==> src/lmbc_pkg.sv <==
// constants for the link mode and serial bus control register pair
// assumes a 100 MHz device clock; all users reference names through lmbc_pkg::
package lmbc_pkg;
  ////////////////////////////////////////////////////////////////////////////////
  // register offsets and reset values
  localparam logic [7:0] OFFS_LINK_CONFIG_ONE = 8'h04;
  localparam logic [7:0] OFFS_SERIAL_CONTROL_OPTIONS = 8'h05;
  localparam logic [7:0] RST_LINK_CONFIG_ONE = 8'h80;
  localparam logic [7:0] RST_SERIAL_CONTROL_OPTIONS = 8'h00;
  // writable bits; the rest read as zero
  localparam logic [7:0] MASK_LINK_CONFIG_ONE = 8'hBF;
  localparam logic [7:0] MASK_SERIAL_CONTROL_OPTIONS = 8'h1F;
  ////////////////////////////////////////////////////////////////////////////////
  // link_config_one fields
  localparam int BIT_FAILSAFE_LOW = 7;
  localparam int BIT_CRC_CLEAR = 5;
  localparam int BIT_DE_GATE = 4;
  localparam int BIT_COMPAT_BY_REG = 3;
  localparam int BIT_COMPAT_VALUE = 2;
  localparam int BIT_LOW_FREQ_BY_REG = 1;
  localparam int BIT_LOW_FREQ_VALUE = 0;
  // serial_control_options fields
  localparam int POS_SDA_DELAY_HI = 4;
  localparam int POS_SDA_DELAY_LO = 3;
  localparam int BIT_REMOTE_WR_BLOCK = 2;
  localparam int BIT_WD_SPEEDUP = 1;
  localparam int BIT_WD_DISABLE = 0;
  ////////////////////////////////////////////////////////////////////////////////
  // timing
  localparam int CLOCK_MHZ = 100;
  localparam int SDA_DELAY_BASE_NS = 240;
  localparam int SDA_DELAY_STEP_NS = 40;
  localparam int CLOCK_PERIOD_NS = 1000 / CLOCK_MHZ;
  localparam int WD_LONG_MS = 1000;
  localparam int WD_SHORT_MS = 50;
  localparam int WD_LONG_CYCLES = WD_LONG_MS * 1000 * CLOCK_MHZ;
  localparam int WD_SHORT_CYCLES = WD_SHORT_MS * 1000 * CLOCK_MHZ;
  localparam int RECOVERY_HALF_NS = 5000;
  localparam int RECOVERY_HALF_CYCLES = RECOVERY_HALF_NS / CLOCK_PERIOD_NS;
  localparam int RECOVERY_PULSES = 9;
  ////////////////////////////////////////////////////////////////////////////////
  typedef enum logic [1:0] {
    WD_WATCH = 2'b00,
    WD_DRIVE_LOW = 2'b01,
    WD_RELEASE = 2'b10
  } lmbc_wd_state_type;
endpackage : lmbc_pkg

==> src/lmbc_regs.sv <==
// link mode and serial bus control registers with bus watchdog and data gating
// assumes the serial control slave presents decoded byte accesses on the
// reg_ port, and that all inputs are synchronous to clock
//
// Functional notes
// RULE1 - bit 7 of config register picks failsafe level, 1 low; reset value 0x80
// RULE2 - crc clear bit holds error counters at zero until software writes 0
// RULE3 - de gate bit masks colour data with data valid in legacy or unprotected use
// RULE4 - bit 3 chooses legacy mode source: 1 register bit 2, 0 strap pin
// RULE5 - under register control bit 2 set enables legacy compatibility
// RULE6 - bit 1 chooses frequency range source: 1 register bit 0, 0 strap pin
// RULE7 - under register control bit 0 set selects low 5 to 15 MHz range
// RULE8 - bus control bits 4:3 add 40 ns steps to the 240 ns SDA delay
// RULE9 - bus control bit 2 rejects register writes arriving from the remote side
// RULE10 - bus control bit 1 shortens the watchdog from about 1 s to 50 ms
// RULE11 - bus control bit 0 disables the bus watchdog
// RULE12 - SDA high and idle for the watchdog period means the bus is free
// RULE13 - SDA low and idle until expiry triggers nine recovery SCL pulses
// RULE14 - crc error flag clears on link loss or the crc clear bit
// RULE15 - reserved bits read zero and ignore writes; bus control resets to zero
module lmbc_regs #(
  parameter int WD_LONG_CYCLES = lmbc_pkg::WD_LONG_CYCLES,
  parameter int WD_SHORT_CYCLES = lmbc_pkg::WD_SHORT_CYCLES,
  parameter int RECOVERY_HALF_CYCLES = lmbc_pkg::RECOVERY_HALF_CYCLES,
  parameter int PIXEL_WIDTH = 24,
  parameter int COUNT_WIDTH = 16
) (
  // clock and reset
  input wire logic clock,
  input wire logic sys_rst,
  input wire logic clk_en,
  // register access
  input wire logic reg_wr,
  input wire logic reg_wr_remote,
  input wire logic reg_rd,
  input wire logic [7:0] reg_addr,
  input wire logic [7:0] reg_wdata,
  output logic [7:0] reg_rdata,
  output logic write_rejected,
  // straps and mode outputs
  input wire logic strap_legacy_compat,
  input wire logic strap_low_freq,
  output logic failsafe_low,
  output logic legacy_compat,
  output logic low_freq_range_select,
  // colour path
  input wire logic [PIXEL_WIDTH-1:0] rgb_in,
  input wire logic data_valid_in,
  input wire logic partner_unprotected,
  output logic [PIXEL_WIDTH-1:0] rgb_out,
  // back channel crc
  input wire logic crc_error_event,
  input wire logic link_lost,
  output logic [COUNT_WIDTH-1:0] crc_error_count,
  output logic crc_error_flag,
  // serial bus pins and watchdog
  input wire logic scl_in,
  input wire logic sda_in,
  output logic scl_out,
  output logic scl_oe_n,
  output logic [5:0] sda_delay_cycles,
  output logic bus_free
);
  ////////////////////////////////////////////////////////////////////////////////
  // register file
  logic [7:0] link_config_one;
  logic [7:0] serial_control_options;

  wire wr_blocked = reg_wr_remote & serial_control_options[lmbc_pkg::BIT_REMOTE_WR_BLOCK]; // RULE9
  wire wr_ok = reg_wr & ~wr_blocked;
  wire wr_cfg = wr_ok & (reg_addr == lmbc_pkg::OFFS_LINK_CONFIG_ONE);
  wire wr_ctl = wr_ok & (reg_addr == lmbc_pkg::OFFS_SERIAL_CONTROL_OPTIONS);
  wire [7:0] rd_mux = (reg_addr == lmbc_pkg::OFFS_LINK_CONFIG_ONE) ? link_config_one :
                      (reg_addr == lmbc_pkg::OFFS_SERIAL_CONTROL_OPTIONS) ?
                      serial_control_options : 8'h00;

  always_ff @(posedge clock) begin
    if (sys_rst) begin
      link_config_one <= lmbc_pkg::RST_LINK_CONFIG_ONE; // RULE1
      serial_control_options <= lmbc_pkg::RST_SERIAL_CONTROL_OPTIONS; // RULE15
      reg_rdata <= 8'h00;
      write_rejected <= 1'b0;
    end else if (clk_en) begin
      if (wr_cfg) begin
        link_config_one <= reg_wdata & lmbc_pkg::MASK_LINK_CONFIG_ONE; // RULE15
      end
      if (wr_ctl) begin
        serial_control_options <= reg_wdata & lmbc_pkg::MASK_SERIAL_CONTROL_OPTIONS; // RULE15
      end
      if (reg_rd) begin
        reg_rdata <= rd_mux;
      end
      write_rejected <= reg_wr & wr_blocked; // RULE9
    end
  end

  ////////////////////////////////////////////////////////////////////////////////
  // mode selection and colour gating
  wire crc_clear = link_config_one[lmbc_pkg::BIT_CRC_CLEAR];
  wire next_legacy = link_config_one[lmbc_pkg::BIT_COMPAT_BY_REG] ?
                     link_config_one[lmbc_pkg::BIT_COMPAT_VALUE] : strap_legacy_compat; // RULE4 RULE5
  wire next_low_freq = link_config_one[lmbc_pkg::BIT_LOW_FREQ_BY_REG] ?
                       link_config_one[lmbc_pkg::BIT_LOW_FREQ_VALUE] : strap_low_freq; // RULE6 RULE7
  // gating uses the registered mode, so it lags a mode change by one cycle
  wire gate_on = link_config_one[lmbc_pkg::BIT_DE_GATE] & (legacy_compat | partner_unprotected);
  wire [PIXEL_WIDTH-1:0] next_rgb = (gate_on & ~data_valid_in) ? '0 : rgb_in; // RULE3
  wire [1:0] delay_code = serial_control_options[lmbc_pkg::POS_SDA_DELAY_HI:lmbc_pkg::POS_SDA_DELAY_LO];
  wire [5:0] next_delay = 6'((lmbc_pkg::SDA_DELAY_BASE_NS + lmbc_pkg::SDA_DELAY_STEP_NS * int'(delay_code))
                             / lmbc_pkg::CLOCK_PERIOD_NS); // RULE8

  always_ff @(posedge clock) begin
    if (sys_rst) begin
      failsafe_low <= lmbc_pkg::RST_LINK_CONFIG_ONE[lmbc_pkg::BIT_FAILSAFE_LOW];
      legacy_compat <= 1'b0;
      low_freq_range_select <= 1'b0;
      rgb_out <= '0;
      sda_delay_cycles <= 6'h00;
    end else if (clk_en) begin
      failsafe_low <= link_config_one[lmbc_pkg::BIT_FAILSAFE_LOW]; // RULE1
      legacy_compat <= next_legacy; // RULE4
      low_freq_range_select <= next_low_freq; // RULE6
      rgb_out <= next_rgb; // RULE3
      sda_delay_cycles <= next_delay; // RULE8
    end
  end

  ////////////////////////////////////////////////////////////////////////////////
  // crc error counter and flag; clear wins over a same-cycle error
  wire crc_hold = crc_clear | link_lost;
  wire count_full = &crc_error_count;

  always_ff @(posedge clock) begin
    if (sys_rst) begin
      crc_error_count <= '0;
      crc_error_flag <= 1'b0;
    end else if (clk_en) begin
      if (crc_hold) begin
        crc_error_count <= '0; // RULE2
        crc_error_flag <= 1'b0; // RULE14
      end else if (crc_error_event) begin
        // saturate rather than wrap so software never sees a small false count
        crc_error_count <= count_full ? crc_error_count : crc_error_count + 1'b1;
        crc_error_flag <= 1'b1;
      end
    end
  end

  ////////////////////////////////////////////////////////////////////////////////
  // bus watchdog and recovery
  lmbc_pkg::lmbc_wd_state_type wd_state;
  logic [31:0] idle_count;
  logic [31:0] half_count;
  logic [3:0] pulse_count;
  logic scl_prev;
  logic sda_prev;
  logic expired;

  wire wd_off = serial_control_options[lmbc_pkg::BIT_WD_DISABLE]; // RULE11
  wire [31:0] wd_limit = serial_control_options[lmbc_pkg::BIT_WD_SPEEDUP] ?
                         32'(WD_SHORT_CYCLES - 1) : 32'(WD_LONG_CYCLES - 1); // RULE10
  wire activity = (scl_in != scl_prev) | (sda_in != sda_prev);
  wire watching = (wd_state == lmbc_pkg::WD_WATCH);
  wire reach = watching & ~wd_off & ~activity & ~expired & (idle_count >= wd_limit);
  wire half_done = (half_count == 32'(RECOVERY_HALF_CYCLES - 1));
  wire last_pulse = (pulse_count == 4'(lmbc_pkg::RECOVERY_PULSES - 1));

  always_ff @(posedge clock) begin
    if (sys_rst) begin
      scl_prev <= 1'b1;
      sda_prev <= 1'b1;
      idle_count <= 32'h0000_0000;
      expired <= 1'b0;
      bus_free <= 1'b0;
    end else if (clk_en) begin
      scl_prev <= scl_in;
      sda_prev <= sda_in;
      bus_free <= reach & sda_in; // RULE12
      if (wd_off | activity | ~watching) begin
        idle_count <= 32'h0000_0000;
        expired <= 1'b0;
      end else if (reach) begin
        expired <= 1'b1;
      end else if (~expired) begin
        idle_count <= idle_count + 32'h0000_0001;
      end
    end
  end

  always_ff @(posedge clock) begin
    if (sys_rst) begin
      wd_state <= lmbc_pkg::WD_WATCH;
      half_count <= 32'h0000_0000;
      pulse_count <= 4'h0;
      scl_out <= 1'b1;
      scl_oe_n <= 1'b1;
    end else if (clk_en) begin
      unique case (wd_state)
        lmbc_pkg::WD_WATCH: begin
          half_count <= 32'h0000_0000;
          pulse_count <= 4'h0;
          if (reach & ~sda_in) begin
            wd_state <= lmbc_pkg::WD_DRIVE_LOW; // RULE13
            scl_out <= 1'b0;
            scl_oe_n <= 1'b0;
          end
        end
        lmbc_pkg::WD_DRIVE_LOW: begin
          half_count <= half_done ? 32'h0000_0000 : half_count + 32'h0000_0001;
          if (half_done) begin
            wd_state <= lmbc_pkg::WD_RELEASE;
            scl_out <= 1'b1;
            scl_oe_n <= 1'b1;
          end
        end
        lmbc_pkg::WD_RELEASE: begin
          half_count <= half_done ? 32'h0000_0000 : half_count + 32'h0000_0001;
          if (half_done) begin
            pulse_count <= pulse_count + 4'h1;
            if (last_pulse) begin
              wd_state <= lmbc_pkg::WD_WATCH; // RULE13
            end else begin
              wd_state <= lmbc_pkg::WD_DRIVE_LOW;
              scl_out <= 1'b0;
              scl_oe_n <= 1'b0;
            end
          end
        end
        default: begin
          wd_state <= lmbc_pkg::WD_WATCH;
        end
      endcase
    end
  end

  ////////////////////////////////////////////////////////////////////////////////
  // checks
  // counts low phases of one recovery; a tenth would mean the pulse counter slipped
  logic [4:0] low_edges;
  wire next_drive_low = ((wd_state == lmbc_pkg::WD_WATCH) & reach & ~sda_in) |
                        ((wd_state == lmbc_pkg::WD_RELEASE) & half_done & ~last_pulse);
  always_ff @(posedge clock) begin
    if (sys_rst) begin
      low_edges <= 5'h00;
    end else if (clk_en) begin
      if (watching & ~(reach & ~sda_in)) begin
        low_edges <= 5'h00;
      end else if (next_drive_low) begin
        low_edges <= low_edges + 5'h01;
      end
    end
  end

  a_failsafe_follows: assert property (@(posedge clock) disable iff (sys_rst)
    clk_en |=> failsafe_low == $past(link_config_one[7])) else $error("failsafe level wrong"); // RULE1
  a_crc_held_clear: assert property (@(posedge clock) disable iff (sys_rst)
    (clk_en && crc_clear) |=> crc_error_count == '0 && !crc_error_flag)
    else $error("crc counter not held clear"); // RULE2
  a_rgb_gated: assert property (@(posedge clock) disable iff (sys_rst)
    (clk_en && gate_on && !data_valid_in) |=> rgb_out == '0) else $error("colour not gated"); // RULE3
  a_legacy_source: assert property (@(posedge clock) disable iff (sys_rst)
    clk_en |=> legacy_compat == ($past(link_config_one[3]) ? $past(link_config_one[2]) :
                                 $past(strap_legacy_compat))) else $error("legacy source wrong"); // RULE4
  a_low_freq_source: assert property (@(posedge clock) disable iff (sys_rst)
    clk_en |=> low_freq_range_select == ($past(link_config_one[1]) ? $past(link_config_one[0]) :
                                         $past(strap_low_freq))) else $error("range source wrong"); // RULE6
  a_sda_delay_step: assert property (@(posedge clock) disable iff (sys_rst)
    clk_en |=> sda_delay_cycles == 6'(24 + 4 * $past(delay_code))) else $error("sda delay wrong"); // RULE8
  a_remote_blocked: assert property (@(posedge clock) disable iff (sys_rst)
    (clk_en && reg_wr && wr_blocked) |=> $stable(link_config_one) && $stable(serial_control_options)
    && write_rejected) else $error("remote write not rejected"); // RULE9
  a_wd_disabled: assert property (@(posedge clock) disable iff (sys_rst)
    (wd_off && watching) |-> !reach && idle_count == 32'h0000_0000 || !$past(wd_off))
    else $error("watchdog active while disabled"); // RULE11
  a_free_on_high: assert property (@(posedge clock) disable iff (sys_rst)
    (clk_en && reach && sda_in) |=> bus_free && wd_state == lmbc_pkg::WD_WATCH)
    else $error("free bus not reported"); // RULE12
  a_nine_pulses: assert property (@(posedge clock) disable iff (sys_rst)
    low_edges <= 5'd9) else $error("too many recovery pulses"); // RULE13
  a_nine_complete: assert property (@(posedge clock) disable iff (sys_rst) // RULE13
    (clk_en && wd_state == lmbc_pkg::WD_RELEASE && half_done && last_pulse) |-> low_edges == 5'd9)
    else $error("recovery ended with wrong pulse count");
  a_scl_drive_pair: assert property (@(posedge clock) disable iff (sys_rst) // RULE13
    scl_oe_n == scl_out) else $error("scl driven high");
  a_drive_on_low: assert property (@(posedge clock) disable iff (sys_rst) // RULE13
    (clk_en && reach && !sda_in) |=> !scl_oe_n && !scl_out) else $error("hung bus not driven");
  a_unmapped_zero: assert property (@(posedge clock) disable iff (sys_rst) // RULE15
    (clk_en && reg_rd && reg_addr != lmbc_pkg::OFFS_LINK_CONFIG_ONE &&
    reg_addr != lmbc_pkg::OFFS_SERIAL_CONTROL_OPTIONS) |=> reg_rdata == 8'h00)
    else $error("unmapped read not zero");
  a_crc_count_step: assert property (@(posedge clock) disable iff (sys_rst) // RULE2
    (clk_en && crc_error_event && !crc_hold && !count_full) |=>
    crc_error_count == $past(crc_error_count) + 1'b1) else $error("crc count did not step");
  a_flag_on_error: assert property (@(posedge clock) disable iff (sys_rst) // RULE14
    (clk_en && crc_error_event && !crc_hold) |=> crc_error_flag) else $error("crc flag not set");
  a_rgb_pass_valid: assert property (@(posedge clock) disable iff (sys_rst) // RULE3
    (clk_en && data_valid_in) |=> rgb_out == $past(rgb_in)) else $error("colour not passed");
  a_flag_link_loss: assert property (@(posedge clock) disable iff (sys_rst)
    (clk_en && link_lost) |=> !crc_error_flag) else $error("flag kept over link loss"); // RULE14
  a_reserved_zero: assert property (@(posedge clock) disable iff (sys_rst)
    link_config_one[6] == 1'b0 && serial_control_options[7:5] == 3'h0)
    else $error("reserved bit set"); // RULE15
endmodule : lmbc_regs

==> config.mk <==
export PLATFORM = sky130hd
export DESIGN_NAME = lmbc_regs
export DESIGN_NICKNAME = d
export VERILOG_FILES = /design/src/lmbc_pkg.sv /design/src/lmbc_regs.sv
export SDC_FILE = /design/constraint.sdc
export NUM_CORES = 1
export LEC_CHECK = 0
export BUFFER_PORTS_ARGS = -buffer_cell sky130_fd_sc_hd__buf_2
export CAP_MARGIN = 20
export CORE_MARGIN = 1.5
export CORE_UTILIZATION = 60
export DETAILED_ROUTE_END_ITERATION = 10
export HOLD_SLACK_MARGIN = 0.08
export PLACE_DENSITY = 0.88
export SYNTH_ARGS = -nofsm -noshare
export SYNTH_HDL_FRONTEND = slang
export SYNTH_SLANG_ARGS = --single-unit
==> constraint.sdc <==
create_clock -name clock -period 8.25 [get_ports clock]
set_clock_uncertainty 0.2 [all_clocks]
set_input_delay 1.65 -clock clock [delete_from_list [all_inputs] [get_ports clock]]
set_output_delay 1.65 -clock clock [all_outputs]
set_load 0.01 [all_outputs]
After elaboration in Yosys (flattened, before gate mapping)
Cells that the tools add are included.
Widths: inputs -> output; s select.
{"block": "classes", "n_eq_ne": 15, "n_addsub": 5, "order_cmp": 1, "bitwise": 25, "reduce_logical": 19, "muxes": 30, "n_div": 1, "shifts": 0, "mul": 1}
{"operator": "$mux 32", "n": 4}
{"operator": "$add 32x1->32 const B", "n": 2}
{"operator": "$pmux 32 s2", "n": 1}
{"operator": "$mux 16", "n": 3}
{"operator": "$div 32x5->32 const B", "n": 1}
{"operator": "$eq 32x9->1 const B", "n": 1}
{"operator": "$ge 32x27->1", "n": 1}
{"operator": "$mux 27", "n": 1}
{"operator": "$mux 24", "n": 1}
{"operator": "$add 16x1->16 const B", "n": 1}
{"operator": "$eq 8x3->1 const B", "n": 2}
{"operator": "$reduce_and 16->1", "n": 1}
{"operator": "$and 1x1->1", "n": 13}
{"operator": "$reduce_and 2->1", "n": 6}
{"operator": "$mux 1", "n": 11}
{"operator": "$add 8x8->9 const A", "n": 1}
{"operator": "$reduce_and 3->1", "n": 3}
{"operator": "$mux 8", "n": 1}
{"operator": "$ne 2x2->1 const B", "n": 4}
{"operator": "$pmux 4 s2", "n": 1}
{"operator": "$reduce_bool 2->1", "n": 4}
{"operator": "$not 1->1", "n": 7}
{"operator": "$mux 2", "n": 3}
{"operator": "$ne 2x1->1 const B", "n": 3}
{"operator": "16 further kinds", "n": 21}
{"block": "totals", "output_inout_bits": 62, "mem_count": 0, "mem_bits_ro": 0, "elab_cells": 117, "ramBits": 0, "ff_bits": 146, "latchBits": 0, "input_bits": 54}

Longest topological paths before layout
Gate-level depths: netlist of run 1.
{"block": "logic_depth", "ltp_word": 9, "ltp_mapped": 18, "ltp_nobuf": 17}

Least setup slack after synthesis of run 1
Ideal clock, no wire load.
{"block": "synth_path", "kind": "flip-flop to flip-flop", "startpoint": "register serial_control_options[3]", "endpoint": "register sda_delay_cycles[0]", "path_buffers": 1, "arrival_ns": 4.273, "setup_ns": 0.060, "required_time_ns": 7.990, "stages_incl_launch_ff": 19, "synth_period_minus_slack_ns": 4.532, "path_slack_ns": 3.718, "path_cell_list": "dfxtp_1 > clkbuf_1 > inv_1 > ha_1 > nor2_1 > xnor2_1 > inv_1 > ha_1 > nor4b_1 > a211oi_1 > a221o_1 > or4_1 > or3_1 > nand3_1 > a21oi_1 > o31ai_1 > nor4_1 > nor4_1 > o31a_1"}
{"block": "synth_via", "elab_chain_len": 3}
{"item": "start: declaration", "line_no": "lmbc_regs.sv:67", "text": "logic [7:0] serial_control_options;"}
{"item": "start signal: assignment", "line_no": "lmbc_regs.sv:80", "text": "serial_control_options <= lmbc_pkg::RST_SERIAL_CONTROL_OPTIONS;"}
{"item": "start signal: assignment", "line_no": "lmbc_regs.sv:88", "text": "serial_control_options <= reg_wdata & lmbc_pkg::MASK_SERIAL_CONTROL_OPTIONS;"}
{"item": "$mul 3x2->5", "line_no": "lmbc_regs.sv:108", "text": "wire [5:0] next_delay = 6'((lmbc_pkg::SDA_DELAY_BASE_NS + lmbc_pkg::SDA_DELAY_STEP_NS * int'(delay_code))"}
{"item": "$add 8x8->9", "line_no": "lmbc_regs.sv:108"}
{"item": "$div 32x5->32", "line_no": "lmbc_regs.sv:109", "text": "/ lmbc_pkg::CLOCK_PERIOD_NS);"}
{"item": "end signal: assignment", "line_no": "lmbc_regs.sv:123", "text": "sda_delay_cycles <= next_delay;"}
{"item": "end: declaration", "line_no": "lmbc_regs.sv:61", "text": "output logic [5:0] sda_delay_cycles,"}
Every way passes these cells.
A chain may end at the register's enable or synchronous reset.

Worst setup path after layout of run 1
Same ends and word-level chain as after synthesis.

==> reports/results.tsv, run 1 <==
metric	value	unit
outcome	complete, no violations	
# resized after CTS	0	
internal power	1.143	mW
Die Ht	117.4	um
largest family of logic cells by synthesized area	simple AND/OR/NAND/NOR gates	
sw frac	0.2557	
Fmax	164.9	MHz
post-route insts no fill	1236	
Starting Density	0.6175	
gpl congestion	0.9509	
ys async rst share	0	
Clock power frac	0.475	
Crit Path Max Fanout	16	
Post-DRT Antenna Nets	0	
fin crit period	6.063	ns
hold slack	0.2649	ns
Placed Cells	1203	
largest net degree at the start of global routing	74	
post-synthesis adder-cell area fraction	0.05415	
H-tree levels	4	
total CTS buffers	17	
measured slew at the worst slew-check pin	1.056	ns
Compound-Gate Fraction of Synth Area	0.1828	
layout net count	1139	
Vias/cell	5.954	
Hold Vio Cnt, Final	0	
Max VDD drop	0.0001566	V
die area	0.01379	mm2
post-route worst setup slack	2.187	ns
Logic pwr share	0.058	
clock transition at the registers of the reported paths	0.07	ns
Final Max Tran Viols	0	
area grow syn2layout	15.10	%
Startpoint Class	register	
Hold Buf Count CTS	0	
CTS Sinks	145	
Synth warnings	0	
setup tns final	0	ns
post-CTS setup buffer count	0	
Worst-Skew Late Latency	0.42	ns
Reg power frac	0.467	
Power Total	1.536	mW
Critical Path End Type	register	
Leak	3.678	nW
Vias	7359	
Rel. slew slack	0.2926	
GRT overflow	0	
pre-CTS setup slack	2.486	ns
Net Count, Synth	1052	
post-synthesis simple-gate area fraction	0.2566	
vias in the first global route	6791	
commonest non-fill, non-tap cells in the layout	163 x nor2_1, 145 x dfxtp_1, 113 x buf_2, 73 x nand2_1, 54 x a21oi_1	
commonest non-fill, non-tap cell in the layout	nor2_1	
endpoints failing setup	0	
Critical Path RT	8.41	ns
Post-synth EDFFs	0	
Die X	117.4	um
DRT Pass-1 Iters	5	
fill count	991	
XOR/XNOR share of the synthesized area	0.07135	
Switching Power	392.7	uW
Synth Cell Area	0.007856	mm2
top_reg_cell synth	dfxtp_1	
WP data arrival	6.22	ns
Max Cap Viol	0	
global-route wire length before repair	31.04	mm
Final period util	0.7349	
CTS tree	yes	
Seq cells post-synth	145	
GR Util All Layers	0.2681	
post-synth cell types	76	
core region area	0.01272	mm2
Post-DP HPWL	12.62	mm
Post-route DRC	0	
Row Count	41	
hold crit path type	register to register	
# port buffers	113	
Cell Pwr Density	169.9	mW/mm2
Routed WL	18.61	mm
layout cell share with drive strength beyond 1	0.1617	
Initial DRC Count	489	
post-synthesis mux area share	0.02803	
Ports	116	
number of antenna violations at the first check in global routing	0	
ANT cells	0	
RSZ-0062 raised after global routing	false	
Clock Tree Root	clkbuf_16	
synthesized area per cell	8.150	um2
critical path class	register to register	
sequential share of the synthesized area	0.3695	
Mapped Cells	964	
drt wl/cell	15.05	um
clock buffer depth	2	
[worst max-delay path, stage by stage (launching register included)]
cell	delay, ns
dfxtp_1	0.67
inv_1	0.31
ha_1	0.47
nor2_1	0.78
xnor2_1	0.37
inv_1	0.19
ha_1	0.26
nor4b_1	0.33
a211oi_1	0.14
a221o_1	0.31
or4_1	0.38
or3_1	0.31
nand3_1	0.09
a21oi_1	0.07
o31ai_1	0.54
nor4_1	0.10
nor4_1	0.31
o31a_1	0.16
[stage by stage]
step           area (um2)  utilization
3_5_place_dp         8472       0.6659
6_report             9042       0.7108
3_3_place_gp         8472       0.6659
2_1_floorplan        7856            -
5_1_grt              9042       0.7108
4_1_cts              9035       0.7102
[cells by family after synthesis]
group / after synthesis
fa+ha+maj: 34
compound gates: 212
xor+xnor: 64
other cells: 1
flops: 145
simple gates: 413
buf+inv: 73
mux: 22
[routing by layer]
metal | GRT usage | wire length [um] | vias to the layer above
li1 | - | - | 3626
met1 | 0.3434 | 8259 | 3448
met2 | 0.4419 | 8816 | 259
met3 | 0.06809 | 1276 | 26
met4 | 0.08719 | 255 | 0
met5 | 0 | 0 | -
[power groups by stage]
stage | logic (mW) | clock network, mW | registers (mW)
6_report | 0.0888 | 0.730 | 0.717
5_1_grt | 0.0973 | 0.776 | 0.718
4_1_cts | 0.0875 | 0.741 | 0.717
3_5_place_dp | 0.0869 | 0 | 0.732
3_3_place_gp | 0.0851 | 0 | 0.732
2_1_floorplan | 0.0468 | 0 | 0.737
[path summary, 6_finish.rpt]
path | slack (ns) | cells after the start | to | startpoint
max | 2.19 | 17 | sda_delay_cycles[0] | serial_control_options[3]
min | 0.26 | 1 | idle_count[29] | idle_count[29]
max reg2reg | 2.19 | 17 | sda_delay_cycles[0] | serial_control_options[3]
min reg2reg | 0.26 | 1 | idle_count[29] | idle_count[29]
[cell type report]
type | instances | area (um2) | area share
repair buffers | 118 | 603.1 | 0.06669
flip-flops and latches | 145 | 2903 | 0.3210
clock buffers | 17 | 425.4 | 0.04705
well taps | 172 | 215.2 | 0.02380
multi-input cells | 746 | 4672 | 0.5167
clock inverters | 15 | 137.6 | 0.01522
inverters | 23 | 86.33 | 0.009548
[sequential cells by signal, summed over array words and instances (netlist names), 2 cells and up]
name / count
crc_error_count: 16
link_config_one: 7
rgb_out: 24
serial_control_options: 5
half_count: 32
idle_count: 32
sda_delay_cycles: 6
wd_state: 2
reg_rdata: 7
pulse_count: 4
[cell usage after synthesis, types with 3 or more instances]
| cell type | number | share of area |
|---|---|---|
| a211oi_1 | 25 | 0.024 |
| xor2_1 | 31 | 0.035 |
| nor2b_1 | 9 | 0.0072 |
| o21ai_0 | 33 | 0.021 |
| nor2_1 | 163 | 0.078 |
| nand3_1 | 34 | 0.022 |
| o211ai_1 | 3 | 0.0029 |
| a2111oi_0 | 12 | 0.013 |
| or2_2 | 3 | 0.0024 |
| nor4b_1 | 6 | 0.0067 |
| a21oi_1 | 54 | 0.034 |
| clkbuf_1 | 43 | 0.021 |
| nor4_1 | 14 | 0.011 |
| a21o_1 | 6 | 0.0057 |
| inv_1 | 22 | 0.011 |
| xnor2_1 | 33 | 0.037 |
| o31a_1 | 4 | 0.0045 |
| o21bai_1 | 3 | 0.0029 |
| a31o_2 | 3 | 0.0033 |
| and3_1 | 17 | 0.014 |
| a22oi_1 | 27 | 0.026 |
| a31oi_1 | 6 | 0.0048 |
| nand2b_1 | 4 | 0.0032 |
| nand4_1 | 20 | 0.016 |
| ha_1 | 34 | 0.054 |
| dfxtp_1 | 145 | 0.37 |
| o31ai_1 | 5 | 0.0048 |
| mux2i_1 | 22 | 0.028 |
| nor3_1 | 23 | 0.015 |
| and2_1 | 8 | 0.0064 |
| nand2_1 | 73 | 0.035 |
| or3_1 | 14 | 0.011 |
| nand4b_1 | 3 | 0.0033 |
| a211o_1 | 6 | 0.0067 |
No activity file was read; power rests on OpenSTA's default activity.
==> run 2, diff against run 1 <==
--- a/config.mk
+++ b/config.mk
@@ -8,10 +8,10 @@
 export BUFFER_PORTS_ARGS = -buffer_cell sky130_fd_sc_hd__buf_2
 export CAP_MARGIN = 20
 export CORE_MARGIN = 1.5
-export CORE_UTILIZATION = 60
+export CORE_UTILIZATION = 52
 export DETAILED_ROUTE_END_ITERATION = 10
 export HOLD_SLACK_MARGIN = 0.08
-export PLACE_DENSITY = 0.88
+export PLACE_DENSITY = 0.82
 export SYNTH_ARGS = -nofsm -noshare
 export SYNTH_HDL_FRONTEND = slang
 export SYNTH_SLANG_ARGS = --single-unit
==> constraint.sdc (replaced) <==
create_clock -name clock -period 5 [get_ports clock]
set_clock_uncertainty 0.2 [all_clocks]
set_input_delay 1 -clock clock [delete_from_list [all_inputs] [get_ports clock]]
set_output_delay 1 -clock clock [all_outputs]
set_load 0.01 [all_outputs]
==> run 2 against run 1 <==
The flow now finishes with violations (design-rule violations). Core utilization shrank 8.5 points. Combinational power grew 68%. Die area grew 15%. Clock-buffer cell count grew 1. Flip-flop and latch count is the same. Wire length grew 4.1%. Largest power group unchanged.
==> reports/results.tsv, run 2 (same netlist as run 1, synthesis figures left out) <==
metric	value	unit
Max Cap Viol	0	
Fmax	227.7	MHz
CTS tree	yes	
Finished Core Util	0.6257	
Critical Path End Type	register	
pre-CTS setup slack	0.6979	ns
layout cell share with drive strength beyond 1	0.1702	
crit-path max cell delay	0.42	ns
Placement Cell Area	0.008569	mm2
Final Max Tran Viols	0	
hold crit path type	register to register	
Startpoint Class	register	
ANT cells	0	
global-route wire length before repair	33.49	mm
Leak	3.746	nW
endpoints failing setup	0	
Max VDD drop	0.0002528	V
setup tns final	0	ns
vias in the first global route	7105	
fin crit period	4.392	ns
Starting Density	0.5365	
Final period util	0.8783	
met2 Resource Use GR	0.4308	
post-route worst setup slack	0.6083	ns
Ports	116	
worst reg2reg path endpoint	sda_delay_cycles[0]	
gpl congestion	0.8999	
grt peak-use layer	met2	
clock buffer depth	2	
Post-DP HPWL	13.44	mm
commonest non-fill, non-tap cell in the layout	nor2_1	
Worst-Skew Late Latency	0.42	ns
die area	0.01585	mm2
cell count of the worst reg-to-reg path	17	
measured slew at the worst slew-check pin	1.026	ns
design area	0.009163	mm2
largest net degree at the start of global routing	40	
Hold Buf Count CTS	0	
Routed WL	19.38	mm
RR Startpoint	serial_control_options[3]	
# resized after CTS	0	
# port buffers	113	
total CTS buffers	17	
r2r setup slk	0.61	ns
DRT Pass-1 Iters	8	
Die Ht	125.9	um
Placed Cells	1226	
CTS Sinks	145	
failing checks	design-rule violations	
largest registers	half_count (32), idle_count (32), rgb_out (24)	
critical path class	register to register	
WP data arrival	4.55	ns
crit path launch	serial_control_options[3]	
core region area	0.01464	mm2
outcome	complete, but fails checks	
met1 usage	0.3203	
met3 usage	0.05990	
CP endpoint	sda_delay_cycles[0]	
Register Area	0.002903	mm2
fill count	1261	
post-CTS setup buffer count	0	
hold slack	0.2539	ns
Post-route DRC	1	
Power Total	2.578	mW
Crit Path Max Fanout	9	
Vias	7373	
critical path's slowest cell	o31ai_1	
Row Count	44	
Hold Vio Cnt, Final	0	
Clock Tree Root	clkbuf_16	
area of the multi-input gates	0.004672	mm2
number of antenna violations at the first check in global routing	0	
clock transition at the registers of the reported paths	0.06	ns
commonest non-fill, non-tap cells in the layout	163 x nor2_1, 145 x dfxtp_1, 113 x buf_2, 73 x nand2_1, 54 x a21oi_1	
RSZ-0062 raised after global routing	false	
area grow syn2layout	16.63	%
drt wl/cell	15.39	um
post-route insts no fill	1259	
Post-DRT Antenna Nets	0	
crit path cell chain	inv_1 -> ha_1 -> nor2_1 -> xnor2_1 -> inv_1 -> ha_1 -> nor4b_1 -> a211oi_1 -> a221o_1 -> or4_1 -> or3_1 -> nand3_1 -> a21oi_1 -> o31ai_1 -> nor4_1 -> nor4_1 -> o31a_1	
Critical Path RT	5.16	ns
GR Util All Layers	0.2542	
GRT overflow	0	
Initial DRC Count	478	
Die X	125.9	um
H-tree levels	4	
Rel. slew slack	0.3133	
Cell Pwr Density	281.3	mW/mm2
Vias/cell	5.856	
layout net count	1150	
run 2: worst max-delay path: cells and delay by family (launching register included):
kind                       cells  cell delay [ns]
adders and majority gates      2             0.56
AOI/OAI and AO/OA              5             1.13
xor gates and xnor gates       1             0.22
buffers and inverters          2             0.38
DFF                            1             0.31
and+or+nand+nor                7             1.55
run 2: worst min path at each step:
stage	from	endpoint	slack (ns)	depth (start not counted)
global route	idle_count[31]	idle_count[31]	0.28	1
detailed placement	idle_count[29]	idle_count[29]	0.24	1
global placement	idle_count[29]	idle_count[29]	0.24	1
CTS	idle_count[29]	idle_count[29]	0.26	1
finish	idle_count[29]	idle_count[29]	0.25	1
floorplan	idle_count[29]	idle_count[29]	0.22	1
run 2: cell type report:
class | instances | area share
Sequential cell | 145 | 0.3168
Tap cell | 184 | 0.02513
Timing Repair Buffer | 129 | 0.07483
Clock inverter | 14 | 0.01598
Multi-Input combinational cell | 746 | 0.5099
Clock buffer | 18 | 0.04793
Inverter | 23 | 0.009422
run 2: report_power, final:
part           leakage, nW  switching (mW)  total, mW  internal (mW)
logic                 2.28          0.0939      0.149         0.0552
clock network        0.287           0.530       1.24          0.715
registers             1.18          0.0112       1.18           1.17
total                 3.75           0.635       2.58           1.94
run 2: routing by layer:
| layer | part of all wire | wire, um |
|---|---|---|
| met1 | 0.45 | 8698 |
| met2 | 0.47 | 9092 |
| met3 | 0.065 | 1252 |
| met4 | 0.017 | 333 |
| met5 | 0 | 0 |
==> run 3, diff against run 2 <==
--- a/config.mk
+++ b/config.mk
@@ -12,6 +12,7 @@
 export DETAILED_ROUTE_END_ITERATION = 10
 export HOLD_SLACK_MARGIN = 0.08
 export PLACE_DENSITY = 0.82
+export RECOVER_POWER = 50
 export SYNTH_ARGS = -nofsm -noshare
 export SYNTH_HDL_FRONTEND = slang
 export SYNTH_SLANG_ARGS = --single-unit
==> run 3 against run 2 <==
The flow finishes with violations (design-rule violations, max-capacitance violations, max-slew violations). Die area stayed put. Sequential share of layout area rose by 0.30 points. Design area down 0.94%. Power shrank 0.16%. Global-route usage unchanged. Hold slack about the same. Critical endpoint unchanged. Cell count did not move. Non-clock buffer count unchanged. First-iteration DRC count is 15% lower. Clock-buffer cell count unchanged. Flip-flop and latch count stayed put. Critical path depth is the same.
==> reports/results.tsv, run 3 (same netlist as run 1, synthesis figures left out) <==
metric	value	unit
routed wl met2	9.221	mm
crit path cell chain	inv_1 -> ha_1 -> nor2_1 -> xnor2_1 -> inv_1 -> ha_1 -> nor4b_1 -> a211oi_1 -> a221o_1 -> or4_1 -> or3_1 -> nand3_1 -> a21oi_1 -> o31ai_1 -> nor4_1 -> nor4_1 -> o31a_1	
Top Metal Used	met4	
Cell Pwr Density	283.6	mW/mm2
Starting Density	0.5365	
measured slew at the worst slew-check pin	1.895	ns
Ports	116	
Fmax	227.0	MHz
Startpoint Class	register	
clock transition at the registers of the reported paths	0.06	ns
largest registers	half_count (32), idle_count (32), rgb_out (24)	
ANT cells	0	
post-CTS setup buffer count	0	
RSZ-0062 raised after global routing	false	
Clock Tree Root	clkbuf_16	
Final period util	0.8810	
H-tree levels	4	
CTS Sinks	145	
Max Cap Viol	2	
Vias	7391	
critical path class	register to register	
setup tns final	0	ns
Stages on worst setup path	17	
number of antenna violations at the first check in global routing	0	
Die X	125.9	um
total CTS buffers	17	
Critical Path End Type	register	
global-route wire length before repair	33.49	mm
fill count	1306	
crit-path max cell delay	0.42	ns
Hold Buf Count CTS	0	
crit path launch	serial_control_options[3]	
GRT overflow	0	
Initial DRC Count	408	
worst reg2reg path endpoint	sda_delay_cycles[0]	
area of the multi-input gates	0.004672	mm2
outcome	complete, but fails checks	
largest net degree at the start of global routing	40	
Post-route DRC	1	
WP data arrival	4.57	ns
Power Total	2.574	mW
DR WL met3	1.159	mm
failing checks	design-rule violations, max-capacitance violations, max-slew violations	
DRT Pass-1 Iters	11	
endpoints failing setup	0	
commonest non-fill, non-tap cells in the layout	163 x nor2_1, 145 x dfxtp_1, 73 x nand2_1, 65 x clkbuf_1, 54 x a21oi_1	
Post-DRT Antenna Nets	0	
CTS tree	yes	
delay-heaviest family, CP	simple AND/OR/NAND/NOR gates	
cell count of the worst reg-to-reg path	17	
Post-DP HPWL	13.44	mm
r2r setup slk	0.60	ns
area grow syn2layout	15.53	%
layout net count	1150	
Register Area	0.002903	mm2
# resized after CTS	0	
Hold Vio Cnt, Final	0	
hold crit path type	register to register	
GR Util All Layers	0.2542	
Crit Path Max Fanout	9	
core region area	0.01464	mm2
# port buffers	113	
die area	0.01585	mm2
Rel. slew slack	-0.2634	
vias in the first global route	7105	
M1 WL	8.672	mm
Buf/Inv on CP	2	
drt wl/cell	15.38	um
Final Max Tran Viols	76	
Vias/cell	5.871	
Routed WL	19.36	mm
RR Startpoint	serial_control_options[3]	
Max VDD drop	0.0002482	V
gpl congestion	0.8999	
Die Ht	125.9	um
Row Count	44	
Worst-Skew Late Latency	0.42	ns
Leak	3.491	nW
Critical Path RT	5.16	ns
clock buffer depth	2	
fin crit period	4.405	ns
commonest non-fill, non-tap cell in the layout	nor2_1	
critical path's slowest cell	o31ai_1	
layout cell share with drive strength beyond 1	0.1098	
CP endpoint	sda_delay_cycles[0]	
run 3: cell types whose count changed in the layout (fill, tap and decap cells not counted), sizes merged:
cell / change
clkbuf: +65
buf: -65
run 3: routing by layer:
metal,vias to the layer above,GRT usage
li1,3657,-
met1,3469,0.3203
met2,234,0.4308
met3,31,0.05990
met4,0,0.08181
met5,-,0
run 3: worst min-delay path by stage:
stage | cells after the start | from | end
6_report | 1 | idle_count[29] | idle_count[29]
5_1_grt | 1 | idle_count[31] | idle_count[31]
4_1_cts | 1 | idle_count[29] | idle_count[29]
3_5_place_dp | 1 | idle_count[29] | idle_count[29]
3_3_place_gp | 1 | idle_count[29] | idle_count[29]
2_1_floorplan | 1 | idle_count[29] | idle_count[29]
run 3: cell type report:
type,instances,share of cell area
well taps,184,0.02537
clock buffers,18,0.04839
inverters,23,0.009512
clock inverters,14,0.01613
multi-input cells,746,0.5148
flip-flops and latches,145,0.3198
repair buffers,129,0.06603
run 3: worst register-to-register path: cells and delay by family, from the launching register on:
kind / cells / cell delay, ns
compound gates: 5 / 1.13
xor+xnor: 1 / 0.22
fa+ha+maj: 2 / 0.56
buf+inv: 2 / 0.38
flops: 1 / 0.31
simple gates: 7 / 1.56
run 3: metrics by stage:
stage	cells	setup WS (ns)	hold slack (ns)	cell area, um2	util
final	1259	0.5952	0.2539	9076	0.6198
after global routing	1259	0.2957	0.2784	9076	0.6198
after CTS	1258	0.6640	0.2591	9155	0.6252
after detailed placement	1226	0.6979	0.2396	8569	0.5852
after global placement	1226	0.7367	0.2376	8569	0.5852
after floorplan	964	0.4676	0.2212	7856	-
run 3: power breakdown:
| part | internal (mW) | switching, mW | leakage [nW] | total [mW] |
|---|---|---|---|---|
| logic | 0.0505 | 0.0936 | 2.03 | 0.144 |
| clock network | 0.715 | 0.530 | 0.287 | 1.24 |
| registers | 1.17 | 0.0116 | 1.18 | 1.18 |
